$ cat src/logic/csc_pkg.sv
// Constants and types for the charger source and status control block
package csc_pkg;
    localparam int CLK_HZ = 125_000_000;
    localparam int CYC_PER_MS = CLK_HZ / 1000;
    localparam int DET_WAIT_MS = 500;
    localparam int DET_DISC_MS = 100;
    localparam int CHG_DEGL_MS = 25;
    localparam int OVP_BLK_US = 100;
    localparam int LIM_FILT_NS = 5000;
    localparam int DET_WAIT_CYC = DET_WAIT_MS * CYC_PER_MS;
    localparam int DET_DISC_CYC = DET_DISC_MS * CYC_PER_MS;
    localparam int CHG_DEGL_CYC = CHG_DEGL_MS * CYC_PER_MS;
    localparam int OVP_BLK_CYC = OVP_BLK_US * (CLK_HZ / 1_000_000);
    localparam int LIM_FILT_CYC =
        (LIM_FILT_NS * (CLK_HZ / 1_000_000) + 999) / 1000;
    localparam int TMR_W = 27;
    localparam int FLAG_W = 17;
    localparam logic [11:0] ADDR_CFG = 12'h000;
    localparam logic [11:0] ADDR_STAT = 12'h004;
    localparam logic [5:0] TERM_DEF = 6'h0A;
    localparam logic [5:0] TERM_MIN = 6'h05;
    localparam logic [5:0] TERM_MAX = 6'h32;
    localparam int CFG_FLOAT_BIT = 8;
    localparam logic [31:0] CFG_RESET = 32'h0000010A;
    typedef enum logic [1:0] {
        LIM_100 = 2'h0,
        LIM_500 = 2'h1,
        LIM_FAST_CURRENT_SET = 2'h2
    } csc_lim_t;
    typedef enum logic [2:0] {
        PWR_DOWN = 3'h0,
        PWR_SLP = 3'h1,
        PWR_ACT = 3'h3,
        PWR_OVP = 3'h2,
        PWR_FLT = 3'h6
    } csc_pwr_t;
    typedef enum logic [1:0] {
        DET_WAIT = 2'h0,
        DET_RUN = 2'h1,
        DET_DONE = 2'h3
    } csc_det_t;
endpackage : csc_pkg

$ cat src/logic/csc_ctrl.sv
// Source detection, power state and status pin control of the charger
`timescale 1ns/100ps
module csc_ctrl #(
    parameter int DET_WAIT_CYC = csc_pkg::DET_WAIT_CYC,
    parameter int DET_DISC_CYC = csc_pkg::DET_DISC_CYC,
    parameter int CHG_DEGL_CYC = csc_pkg::CHG_DEGL_CYC,
    parameter int OVP_BLK_CYC = csc_pkg::OVP_BLK_CYC
) (
    // Clock and reset
    input wire logic clk_sys,
    input wire logic reset_n,
    // APB slave
    input wire logic psel,
    input wire logic penable,
    input wire logic pwrite,
    input wire logic [11:0] paddr,
    input wire logic [31:0] pwdata,
    output logic [31:0] prdata,
    output logic pready,
    output logic pslverr,
    // D+/D- sensing
    input wire logic dp_high,
    input wire logic dm_high,
    input wire logic dpdm_short,
    input wire logic dpdm_pulldown,
    output logic dpdm_connect,
    // Comparator flags
    input wire logic vin_above_undervoltage_lockout,
    input wire logic vin_above_sleep,
    input wire logic vin_over_ovp,
    input wire logic out_below_rch,
    input wire logic taper_done,
    input wire logic fast_current_set_short,
    input wire logic out_ge_80ma,
    input wire logic batt_below_lowv,
    input wire logic batt_inserted,
    // Host pins
    input wire logic thermistor_low,
    input wire logic term_timer_disable_mode,
    input wire logic lim_sel_low,
    input wire logic lim_sel_high,
    // Charger control
    output csc_pkg::csc_lim_t lim_mode,
    output logic charge_en,
    output logic precharge,
    output logic timer_run,
    output logic timer_clear,
    output logic [5:0] term_pct,
    output logic [6:0] pre_pct,
    output logic latched_off,
    // Open-drain status pins
    output logic power_good_n_o,
    output logic power_good_n_oe,
    output logic charge_status_n_o,
    output logic charge_status_n_oe
);
    import csc_pkg::*;

    function automatic csc_lim_t pin_mode(input logic lo, input logic hi);
        if (lo) begin
            return LIM_FAST_CURRENT_SET;
        end else if (hi) begin
            return LIM_500;
        end
        return LIM_100;
    endfunction : pin_mode

    logic [FLAG_W-1:0] flags;
    logic s_dp, s_dm, s_short, s_pd, s_undervoltage_lockout, s_sleep, s_ovp, s_rch;
    logic s_taper, s_fast_current_set, s_80ma, s_lowv, s_ins, s_ts, s_term_timer_disable_mode;
    logic s_lo, s_hi;
    csc_pwr_t pwr_reg;
    csc_pwr_t pwr_next;
    csc_det_t det_reg;
    logic wait_done, run_done, filt_done, ovp_done, degl_done;
    logic adaptor_reg, host_reg, fault_reg, powered_reg;
    csc_lim_t ref_reg;
    logic first_reg, term_reg, ovp_seen_reg;
    logic ts_q, term_timer_disable_mode_q, rch_q, lowv_q, ins_q;
    logic pg_apply, ts_release, term_timer_disable_mode_exit, rch_drop, pre_entry, new_cycle;
    logic [31:0] cfg_reg;
    logic [5:0] term_clamp;
    logic access;

    // Comparator and pin flags all pass two flops
    csc_sync #(.W(FLAG_W)) u_sync (
        .clk_sys(clk_sys),
        .reset_n(reset_n),
        .d({dp_high, dm_high, dpdm_short, dpdm_pulldown, vin_above_undervoltage_lockout,
            vin_above_sleep, vin_over_ovp, out_below_rch, taper_done,
            fast_current_set_short, out_ge_80ma, batt_below_lowv, batt_inserted,
            thermistor_low, term_timer_disable_mode, lim_sel_low,
            lim_sel_high}),
        .q(flags)
    );
    assign {s_dp, s_dm, s_short, s_pd, s_undervoltage_lockout, s_sleep, s_ovp, s_rch,
            s_taper, s_fast_current_set, s_80ma, s_lowv, s_ins, s_ts, s_term_timer_disable_mode,
            s_lo, s_hi} = flags;

    csc_timer #(.W(TMR_W)) u_wait (
        .clk_sys(clk_sys),
        .reset_n(reset_n),
        .run(det_reg == DET_WAIT && pwr_reg != PWR_DOWN),
        .limit(TMR_W'(DET_WAIT_CYC)),
        .done(wait_done)
    );
    csc_timer #(.W(TMR_W)) u_disc (
        .clk_sys(clk_sys),
        .reset_n(reset_n),
        .run(det_reg == DET_RUN),
        .limit(TMR_W'(DET_DISC_CYC - 2)),
        .done(run_done)
    );
    csc_timer #(.W(TMR_W)) u_filt (
        .clk_sys(clk_sys),
        .reset_n(reset_n),
        .run(det_reg == DET_DONE && !host_reg
            && pin_mode(s_lo, s_hi) != ref_reg),
        .limit(TMR_W'(LIM_FILT_CYC)),
        .done(filt_done)
    );
    csc_timer #(.W(TMR_W)) u_ovp (
        .clk_sys(clk_sys),
        .reset_n(reset_n),
        .run(s_ovp && (pwr_reg == PWR_ACT || pwr_reg == PWR_SLP)),
        .limit(TMR_W'(OVP_BLK_CYC)),
        .done(ovp_done)
    );
    csc_timer #(.W(TMR_W)) u_degl (
        .clk_sys(clk_sys),
        .reset_n(reset_n),
        .run(ovp_seen_reg && pwr_reg == PWR_ACT),
        .limit(TMR_W'(CHG_DEGL_CYC)),
        .done(degl_done)
    );

    // Power state; the short fault outranks everything but undervoltage lockout
    always_comb begin
        pwr_next = pwr_reg;
        unique case (pwr_reg)
            PWR_FLT: pwr_next = s_undervoltage_lockout ? PWR_FLT : PWR_DOWN;
            PWR_OVP: begin
                if (!s_undervoltage_lockout) begin
                    pwr_next = PWR_DOWN;
                end else if (!s_ovp) begin
                    pwr_next = s_sleep ? PWR_ACT : PWR_SLP;
                end
            end
            default: begin
                if (!s_undervoltage_lockout) begin
                    pwr_next = PWR_DOWN;
                end else if (pwr_reg == PWR_ACT && s_fast_current_set && s_80ma) begin
                    pwr_next = PWR_FLT;
                end else if (ovp_done) begin
                    pwr_next = PWR_OVP;
                end else if (!s_sleep) begin
                    pwr_next = PWR_SLP;
                end else begin
                    pwr_next = PWR_ACT;
                end
            end
        endcase
    end

    always_ff @(posedge clk_sys) begin
        if (!reset_n) begin
            pwr_reg <= PWR_DOWN;
        end else begin
            pwr_reg <= pwr_next;
        end
    end

    // Source detection sequence
    always_ff @(posedge clk_sys) begin
        if (!reset_n || pwr_reg == PWR_DOWN) begin
            det_reg <= DET_WAIT;
            adaptor_reg <= 1'b0;
        end else begin
            unique case (det_reg)
                DET_WAIT: begin
                    if (s_dp || s_dm || wait_done) begin
                        det_reg <= DET_RUN;
                    end
                end
                DET_RUN: begin
                    if (run_done) begin
                        det_reg <= DET_DONE;
                        adaptor_reg <= s_short && !s_pd;
                    end
                end
                DET_DONE: det_reg <= DET_DONE;
                default: det_reg <= DET_WAIT;
            endcase
        end
    end

    // Limit latch and handover to the select pin
    always_ff @(posedge clk_sys) begin
        if (!reset_n || pwr_reg == PWR_DOWN) begin
            host_reg <= 1'b0;
            ref_reg <= LIM_100;
            lim_mode <= LIM_100;
        end else begin
            if (det_reg == DET_RUN && run_done) begin
                ref_reg <= pin_mode(s_lo, s_hi);
            end
            if (filt_done) begin
                host_reg <= 1'b1;
            end
            if (host_reg) begin
                lim_mode <= pin_mode(s_lo, s_hi);
            end else if (det_reg == DET_DONE && adaptor_reg) begin
                lim_mode <= LIM_FAST_CURRENT_SET;
            end else begin
                lim_mode <= LIM_100;
            end
        end
    end

    // Events that start a charge cycle, and precharge entry for the first-charge flag
    assign pg_apply = pwr_reg == PWR_ACT && !powered_reg;
    assign ts_release = ts_q && !s_ts;
    assign term_timer_disable_mode_exit = term_timer_disable_mode_q && !s_term_timer_disable_mode;
    assign rch_drop = term_reg && s_rch && !rch_q;
    assign pre_entry = s_lowv && !lowv_q;
    assign new_cycle = pg_apply || ts_release || term_timer_disable_mode_exit || rch_drop
        || (s_ins && !ins_q);

    always_ff @(posedge clk_sys) begin
        if (!reset_n) begin
            ts_q <= 1'b0;
            term_timer_disable_mode_q <= 1'b0;
            rch_q <= 1'b0;
            lowv_q <= 1'b0;
            ins_q <= 1'b0;
            powered_reg <= 1'b0;
        end else begin
            ts_q <= s_ts;
            term_timer_disable_mode_q <= s_term_timer_disable_mode;
            rch_q <= s_rch;
            lowv_q <= s_lowv;
            ins_q <= s_ins;
            powered_reg <= pwr_reg != PWR_DOWN && (powered_reg
                || pwr_reg == PWR_ACT);
        end
    end

    // First-charge and termination flags; a set wins over a clear for first_reg, a clear wins for term_reg
    always_ff @(posedge clk_sys) begin
        if (!reset_n || pwr_reg == PWR_DOWN) begin
            first_reg <= 1'b0;
            term_reg <= 1'b0;
        end else begin
            if (pg_apply || ts_release || pre_entry) begin
                first_reg <= 1'b1;
            end else if (charge_en && s_taper && !s_lowv) begin
                first_reg <= 1'b0;
            end
            if (new_cycle) begin
                term_reg <= 1'b0;
            end else if (charge_en && s_taper && !s_term_timer_disable_mode && !s_lowv) begin
                term_reg <= 1'b1;
            end
        end
    end

    // Status pin held off for a while after overvoltage ends
    always_ff @(posedge clk_sys) begin
        if (!reset_n || pwr_reg == PWR_DOWN) begin
            ovp_seen_reg <= 1'b0;
        end else if (pwr_reg == PWR_OVP) begin
            ovp_seen_reg <= 1'b1;
        end else if (degl_done) begin
            ovp_seen_reg <= 1'b0;
        end
    end

    // Charger control and pin outputs
    always_ff @(posedge clk_sys) begin
        if (!reset_n) begin
            charge_en <= 1'b0;
            precharge <= 1'b0;
            timer_run <= 1'b0;
            timer_clear <= 1'b0;
            latched_off <= 1'b0;
            dpdm_connect <= 1'b0;
            power_good_n_o <= 1'b0;
            power_good_n_oe <= 1'b0;
            charge_status_n_o <= 1'b0;
            charge_status_n_oe <= 1'b0;
        end else begin
            // Pause; the safety timer keeps its count, and is cleared when the thermistor input releases
            charge_en <= pwr_reg == PWR_ACT && !s_ts && !term_reg;
            timer_run <= pwr_reg == PWR_ACT && !s_ts && !term_reg;
            timer_clear <= pg_apply || ts_release || term_timer_disable_mode_exit;
            precharge <= s_lowv;
            latched_off <= pwr_reg == PWR_FLT;
            dpdm_connect <= pwr_reg != PWR_DOWN && det_reg != DET_DONE;
            power_good_n_o <= 1'b0;
            power_good_n_oe <= pwr_reg == PWR_ACT;
            charge_status_n_o <= 1'b0;
            charge_status_n_oe <= pwr_reg == PWR_ACT && first_reg
                && !ovp_seen_reg;
        end
    end

    // Termination setting: clamped field, or defaults when floating
    assign term_clamp = cfg_reg[5:0] < TERM_MIN ? TERM_MIN
        : cfg_reg[5:0] > TERM_MAX ? TERM_MAX : cfg_reg[5:0];

    always_ff @(posedge clk_sys) begin
        if (!reset_n) begin
            term_pct <= TERM_DEF;
            pre_pct <= {TERM_DEF, 1'b0};
        end else if (cfg_reg[CFG_FLOAT_BIT]) begin
            term_pct <= TERM_DEF;
            pre_pct <= {TERM_DEF, 1'b0};
        end else begin
            term_pct <= term_clamp;
            pre_pct <= {term_clamp, 1'b0};
        end
    end

    // APB slave, one wait state; a write lands as pready is sampled high
    assign access = psel && penable && !pready;

    always_ff @(posedge clk_sys) begin
        if (!reset_n) begin
            cfg_reg <= CFG_RESET;
            pready <= 1'b0;
            pslverr <= 1'b0;
            prdata <= 32'h00000000;
        end else begin
            pready <= access;
            pslverr <= access && paddr != ADDR_CFG && paddr != ADDR_STAT;
            prdata <= 32'h00000000;
            if (access && !pwrite && paddr == ADDR_CFG) begin
                prdata <= {23'h000000, cfg_reg[8:0]};
            end else if (access && !pwrite && paddr == ADDR_STAT) begin
                prdata <= {16'h0000, fault_reg, term_reg, first_reg,
                    charge_en, 1'b0, ref_reg, lim_mode, host_reg,
                    adaptor_reg, det_reg, pwr_reg};
            end
            if (psel && penable && pready && pwrite
                && paddr == ADDR_CFG) begin
                cfg_reg <= {23'h000000, pwdata[8:0]};
            end
        end
    end

    assign fault_reg = pwr_reg == PWR_FLT;
endmodule : csc_ctrl

$ cat src/logic/csc_sync.sv
// Two-stage synchroniser for a vector of asynchronous flags
`timescale 1ns/100ps
module csc_sync #(
    parameter int W = 1
) (
    // Clock and reset
    input wire logic clk_sys,
    input wire logic reset_n,
    // Flags
    input wire logic [W-1:0] d,
    output logic [W-1:0] q
);
    logic [W-1:0] meta_reg;

    always_ff @(posedge clk_sys) begin
        if (!reset_n) begin
            meta_reg <= '0;
            q <= '0;
        end else begin
            meta_reg <= d;
            q <= meta_reg;
        end
    end
endmodule : csc_sync

$ cat src/logic/csc_timer.sv
// Elapsed-time counter that flags when a run has lasted limit cycles
`timescale 1ns/100ps
module csc_timer #(
    parameter int W = 27
) (
    // Clock and reset
    input wire logic clk_sys,
    input wire logic reset_n,
    // Control
    input wire logic run,
    input wire logic [W-1:0] limit,
    output logic done
);
    logic [W-1:0] cnt_reg;

    // Saturates, so done stays up for as long as run holds
    always_ff @(posedge clk_sys) begin
        if (!reset_n || !run) begin
            cnt_reg <= '0;
        end else if (cnt_reg != limit) begin
            cnt_reg <= cnt_reg + 1'b1;
        end
    end

    assign done = run && (cnt_reg == limit);
endmodule : csc_timer

$ cat config.mk
export PLATFORM = sky130hd
export DESIGN_NAME = csc_ctrl
export DESIGN_NICKNAME = d
export VERILOG_FILES = /design/src/logic/csc_pkg.sv /design/src/logic/csc_ctrl.sv /design/src/logic/csc_sync.sv /design/src/logic/csc_timer.sv
export SDC_FILE = /design/constraint.sdc
export NUM_CORES = 1
export LEC_CHECK = 0
export BUFFER_PORTS_ARGS = -buffer_cell sky130_fd_sc_hd__buf_2
export CAP_MARGIN = 5
export CORE_MARGIN = 2
export CORE_UTILIZATION = 40
export DETAILED_ROUTE_END_ITERATION = 10
export SYNTH_ARGS = -nofsm -noshare
export SYNTH_HDL_FRONTEND = slang
export SYNTH_SLANG_ARGS = --single-unit
$ cat constraint.sdc
create_clock -name clk_sys -period 2.6 [get_ports clk_sys]
set_clock_uncertainty 0.05 [all_clocks]
set_input_delay 0.13 -clock clk_sys [delete_from_list [all_inputs] [get_ports clk_sys]]
set_output_delay 0.13 -clock clk_sys [all_outputs]
set_load 0.01 [all_outputs]
After elaboration in Yosys (flattened, before gate mapping). Cells that the tools add are included.

Div/mod/pow operators: 0. Mux-type cells: 32. Equality and inequality tests: 23. Add/subtract/negate cells: 5. Bitwise operators: 2. Multipliers: 0. Reduce and logical (&&, ||, !) cells: 88. Shift operators: 0. $lt $le $gt $ge: 2.

Operators by type and width (number): 27-bit by 1-bit adder with 27-bit output, second input constant (5); 1-bit logical AND (42); 27-bit by 10-bit == test with 1-bit output, second input constant (1); 27-bit by 14-bit == test with 1-bit output, second input constant (1); 27-bit by 22-bit == test with 1-bit output, second input constant (1); 27-bit by 24-bit == test with 1-bit output, second input constant (1); 27-bit by 26-bit == test with 1-bit output, second input constant (1); 27-bit by 10-bit != test with 1-bit output, second input constant (1); 27-bit by 14-bit != test with 1-bit output, second input constant (1); 27-bit by 22-bit != test with 1-bit output, second input constant (1); 27-bit by 24-bit != test with 1-bit output, second input constant (1); 27-bit by 26-bit != test with 1-bit output, second input constant (1); 2-bit two-way mux (11); 1-bit zero test (19); 9-bit two-way mux (2); 1-bit logical OR (15); 3-bit two-way mux (5); 12-bit by 3-bit == test with 1-bit output, second input constant (1); 12-bit zero test (1); 6-bit two-way mux (2); 12-bit by 3-bit != test with 1-bit output, second input constant (1); 12-bit nonzero test (1); 1-bit two-way mux (10); 3-bit by 2-bit == test with 1-bit output, second input constant (2); other kinds (20) (25).

Register bits: 228. Memories: 0. Input port bits: 66. Bits in read-only memories: 0. Bits in writable memories: 0. Output and inout bits: 59. Latch bits: 0.

Longest topological paths before layout.
Word-level depth: 8. Gate-level depth with buffers: 8. Gate-level depth less buffers: 6.

Cells and area by module. From an unflattened synthesis, not the netlist that was laid out.

Cell total of the unflattened synthesis: 1350. Area total of the unflattened synthesis: 11856.4 sq um.

Modules (own cells, without submodules): csc_timer at u_degl ... (instances 4, area an instance 1674.1 sq um, cells each 201); csc_ctrl (instances 1, area an instance 2509.9 sq um, cells each 271); csc_timer at u_wait (instances 1, area an instance 1699.1 sq um, cells each 204); csc_sync (instances 1, area an instance 950.9 sq um, cells each 71).

Worst setup path after synthesis. OpenSTA, ideal clock, no wires.

Path kind: reg2reg. Start: register u_filt.cnt_reg[3]. End: register u_filt.cnt_reg[26]. Data arrival time: 1.886 ns. Path slack: 0.578 ns. Period minus slack after synthesis: 2.022 ns. Stages on the path, launching flop included: 7. Path buffers: 2. Library setup time: 0.086 ns. Required time: 2.464 ns. Cells stage by stage: dfxtp_1 > buf_2 > nand4_4 > or4_1 > buf_2 > or4_1 > a211oi_1.

Longest elaborated chain between the ends: 1.

RTL lines: start, declared (RTL line csc_timer.sv:14) `logic [W-1:0] cnt_reg;`; start signal, assigned (RTL line csc_timer.sv:21) `cnt_reg <= cnt_reg + 1'b1;`; 27-bit by 1-bit adder with 27-bit output / 27-bit by 10-bit != test with 1-bit output (equally long branches) (RTL line csc_timer.sv:21, csc_timer.sv:20).

Parallel ways exist; a longest one is shown, timed or not. A chain may end at the register's enable or synchronous reset.

Final worst setup path.
Start: register u_filt.cnt_reg[0]. End: register u_filt.cnt_reg[26].

The elaborated chain is that of the path after synthesis.

==> impl_metrics.json <==
{
  "max_clock_freq_mhz": 449.6,
  "drt_first_pass_iters": 5,
  "port_buffers": 81,
  "cts.htree.levels": 1,
  "dieArea_mm2": 0.02623,
  "die_x_um": 162.0,
  "grt_pass1_wl_um": 38450,
  "drtIter0Drc": 511,
  "dp_hpwl_um": 16160,
  "synth-compound-area-share": 0.1256,
  "avgSynthCellArea_um2": 8.834,
  "cap_viol_max_count": 0,
  "insertion_delay_ps": 500,
  "tns_ps": 0,
  "synth.area.mux_share": 0.005014,
  "fin_crit_ps": 2224,
  "final_util": 0.4825,
  "clockPowerShare": 0.480,
  "clk_path_buf_depth": 3,
  "switching_share": 0.2035,
  "use_met3": 0.03141,
  "via_per_inst": 5.427,
  "synth_xor_area_frac": 0.04738,
  "syn_inst": 1130,
  "synth_edf_count": 0,
  "cts_num_sinks": 227,
  "power.switching_mw": 1.437,
  "seq_power_share": 0.499,
  "dieHeight_um": 162.0,
  "required_ps": 2970,
  "gr-total-overflow": 0,
  "cp-start-kind": "register",
  "antenna_found_initial": 0,
  "globalplace.congestion": 0.8055,
  "ys_seq_area_frac": 0.4553,
  "crit_type": "reg -> reg",
  "p_leak_nw": 4.056,
  "cts-root-buf": "clkbuf_16",
  "synth-seq-cells": 227,
  "ios": 125,
  "core_mm2": 0.02439,
  "grt_max_degree": 39,
  "top_usage_layer": "met2",
  "relSlewSlack": 0.5930,
  "cts_buffers": 25,
  "num_rows": 57,
  "ctsHoldBuffers": 33,
  "status": "completed",
  "final_antenna_net_count": 0,
  "grt_use_met1": 0.2283,
  "layout_commonest_cell": "dfxtp_1",
  "wl_per_cell_um": 14.83,
  "gr-usage-met2": 0.3002,
  "vias": 8537,
  "synth_fa_ha_area_frac": 0.01253,
  "slew_violations": 0,
  "synth_top_family_by_area": "simple AND/OR/NAND/NOR gates",
  "first_global_vias": 7852,
  "whs_path_depth": 4,
  "arrival_ps": 2590,
  "tightest_slew_ps": 610.5,
  "setup_viol": 0,
  "whs_ps": 158.9,
  "reg2reg_depth": 5,
  "clkTransAtPathRegs_ps": 60,
  "ctsResizeCount": 0,
  "critical_path.max_fanout": 10,
  "dp_slack_ps": 366.5,
  "wl_um": 23320,
  "hold_viol": 0,
  "fin_nets": 1310,
  "synth_cell_type_count": 60,
  "powerDensity_mw_per_mm2": 600.1,
  "synth-main-ff-cell": "dfxtp_1",
  "combinationalPowerShare": 0.021,
  "syn-cell-area_mm2": 0.009982,
  "critPathCaptureType": "register",
  "cts_tree": "yes",
  "vdd_ir_drop_max_v": 0.0004233,
  "area_growth_pct": 17.89,
  "grtUsageTotal": 0.1747,
  "layout-drive-gt1-share": 0.1225,
  "post_cts.repair.setup_buffers": 0,
  "start_util": 0.4093,
  "synth-simple-area-share": 0.3042,
  "async_flop_share": 0,
  "hp-class": "in -> reg",
  "finalCritPeriodShare": 0.8555,
  "finalWorstSetupSlack_ps": 375.8,
  "mostFrequentLayoutCells": "227 x dfxtp_1, 87 x a21oi_1, 81 x buf_2",
  "drc": 0,
  "ys.warnings.count": 0,
  "intPower_mw": 5.624,
  "grt_setup_unrepaired": "no",
  "diodes": 0
}
-- worst paths after layout --
check,start,end,slack (ps)
worst max-delay path,u_filt.cnt_reg[0]$_SDFFE_PP0N_,u_filt.cnt_reg[26]$_SDFFE_PP0N_,380
worst max register to register,u_filt.cnt_reg[0]$_SDFFE_PP0N_,u_filt.cnt_reg[26]$_SDFFE_PP0N_,380
worst min-delay path,paddr[2],prdata[0]$_SDFF_PN0_,160
worst min register to register,u_sync.q[3]$_SDFF_PN0_,timer_run$_SDFF_PN0_,380
-- synth_stat cells (10+ instances only) --
library cell	n	share of area
o31ai_1	27	0.020
nor2_1	71	0.027
or4_1	32	0.024
xnor2_1	14	0.012
nor4b_1	11	0.0097
nor3_1	18	0.0090
xor2_1	40	0.035
a21oi_1	87	0.044
or3_1	37	0.023
and3_1	21	0.013
buf_4	27	0.020
inv_1	25	0.0094
ha_1	10	0.013
o21ai_0	56	0.028
dfxtp_1	227	0.46
nand3_1	68	0.034
nand4_1	51	0.032
and2_1	54	0.034
nand2_1	58	0.022
clkbuf_1	47	0.018
nand2b_1	10	0.0063
and4_1	28	0.025
nor4_1	21	0.013
-- metrics by stage --
step / total power, mW / instance area, µm² / instances
floorplan: 3.672 / 10050 / 1149
global placement: 3.708 / 10640 / 1498
detailed placement: 3.709 / 10640 / 1498
CTS: 7.159 / 11770 / 1573
global route: 7.302 / 11770 / 1573
finish: 7.061 / 11770 / 1573
-- kinds of logic (layout without fill, tap and decap cells) --
logic type,count (synthesis),after routing
buf+inv,104,204
simple gates,518,518
compound gates,211,211
other cells,1,20
xor+xnor,54,54
flops,227,227
mux,5,5
fa+ha+maj,10,10
-- layer usage --
layer	wire [µm]	up-vias	share of wire
met5	0	-	0
met4	461	0	0.020
met3	1020	34	0.044
met2	11110	146	0.48
met1	10730	4044	0.46
li1	-	4313	-
-- layout make-up --
cell class / count / area [µm²]
fillers: 2363 / 12620
well taps: 324 / 405.4
clock buffers: 39 / 778.2
inverters: 25 / 93.84
flip-flops and latches: 227 / 4544
multi-input cells: 818 / 5019
repair buffers: 137 / 908.4
clock inverters: 3 / 18.77
-- power by group through the flow --
stage                     logic (mW)  clock network (mW)  registers (mW)
after floorplan               0.0785                   0            3.59
after global placement         0.112                   0            3.60
after detailed placement       0.112                   0            3.60
after CTS                      0.149                3.49            3.52
after global routing           0.165                3.62            3.52
final                          0.149                3.39            3.52
-- critical path, stage by stage (launching register included) --
cell and delay (ps):
dfxtp_1 420, ha_1 270, nand4_1 100, or4_1 570
or4_1 510, a211oi_1 220
Note: power is estimated with default switching activity, not from simulation.
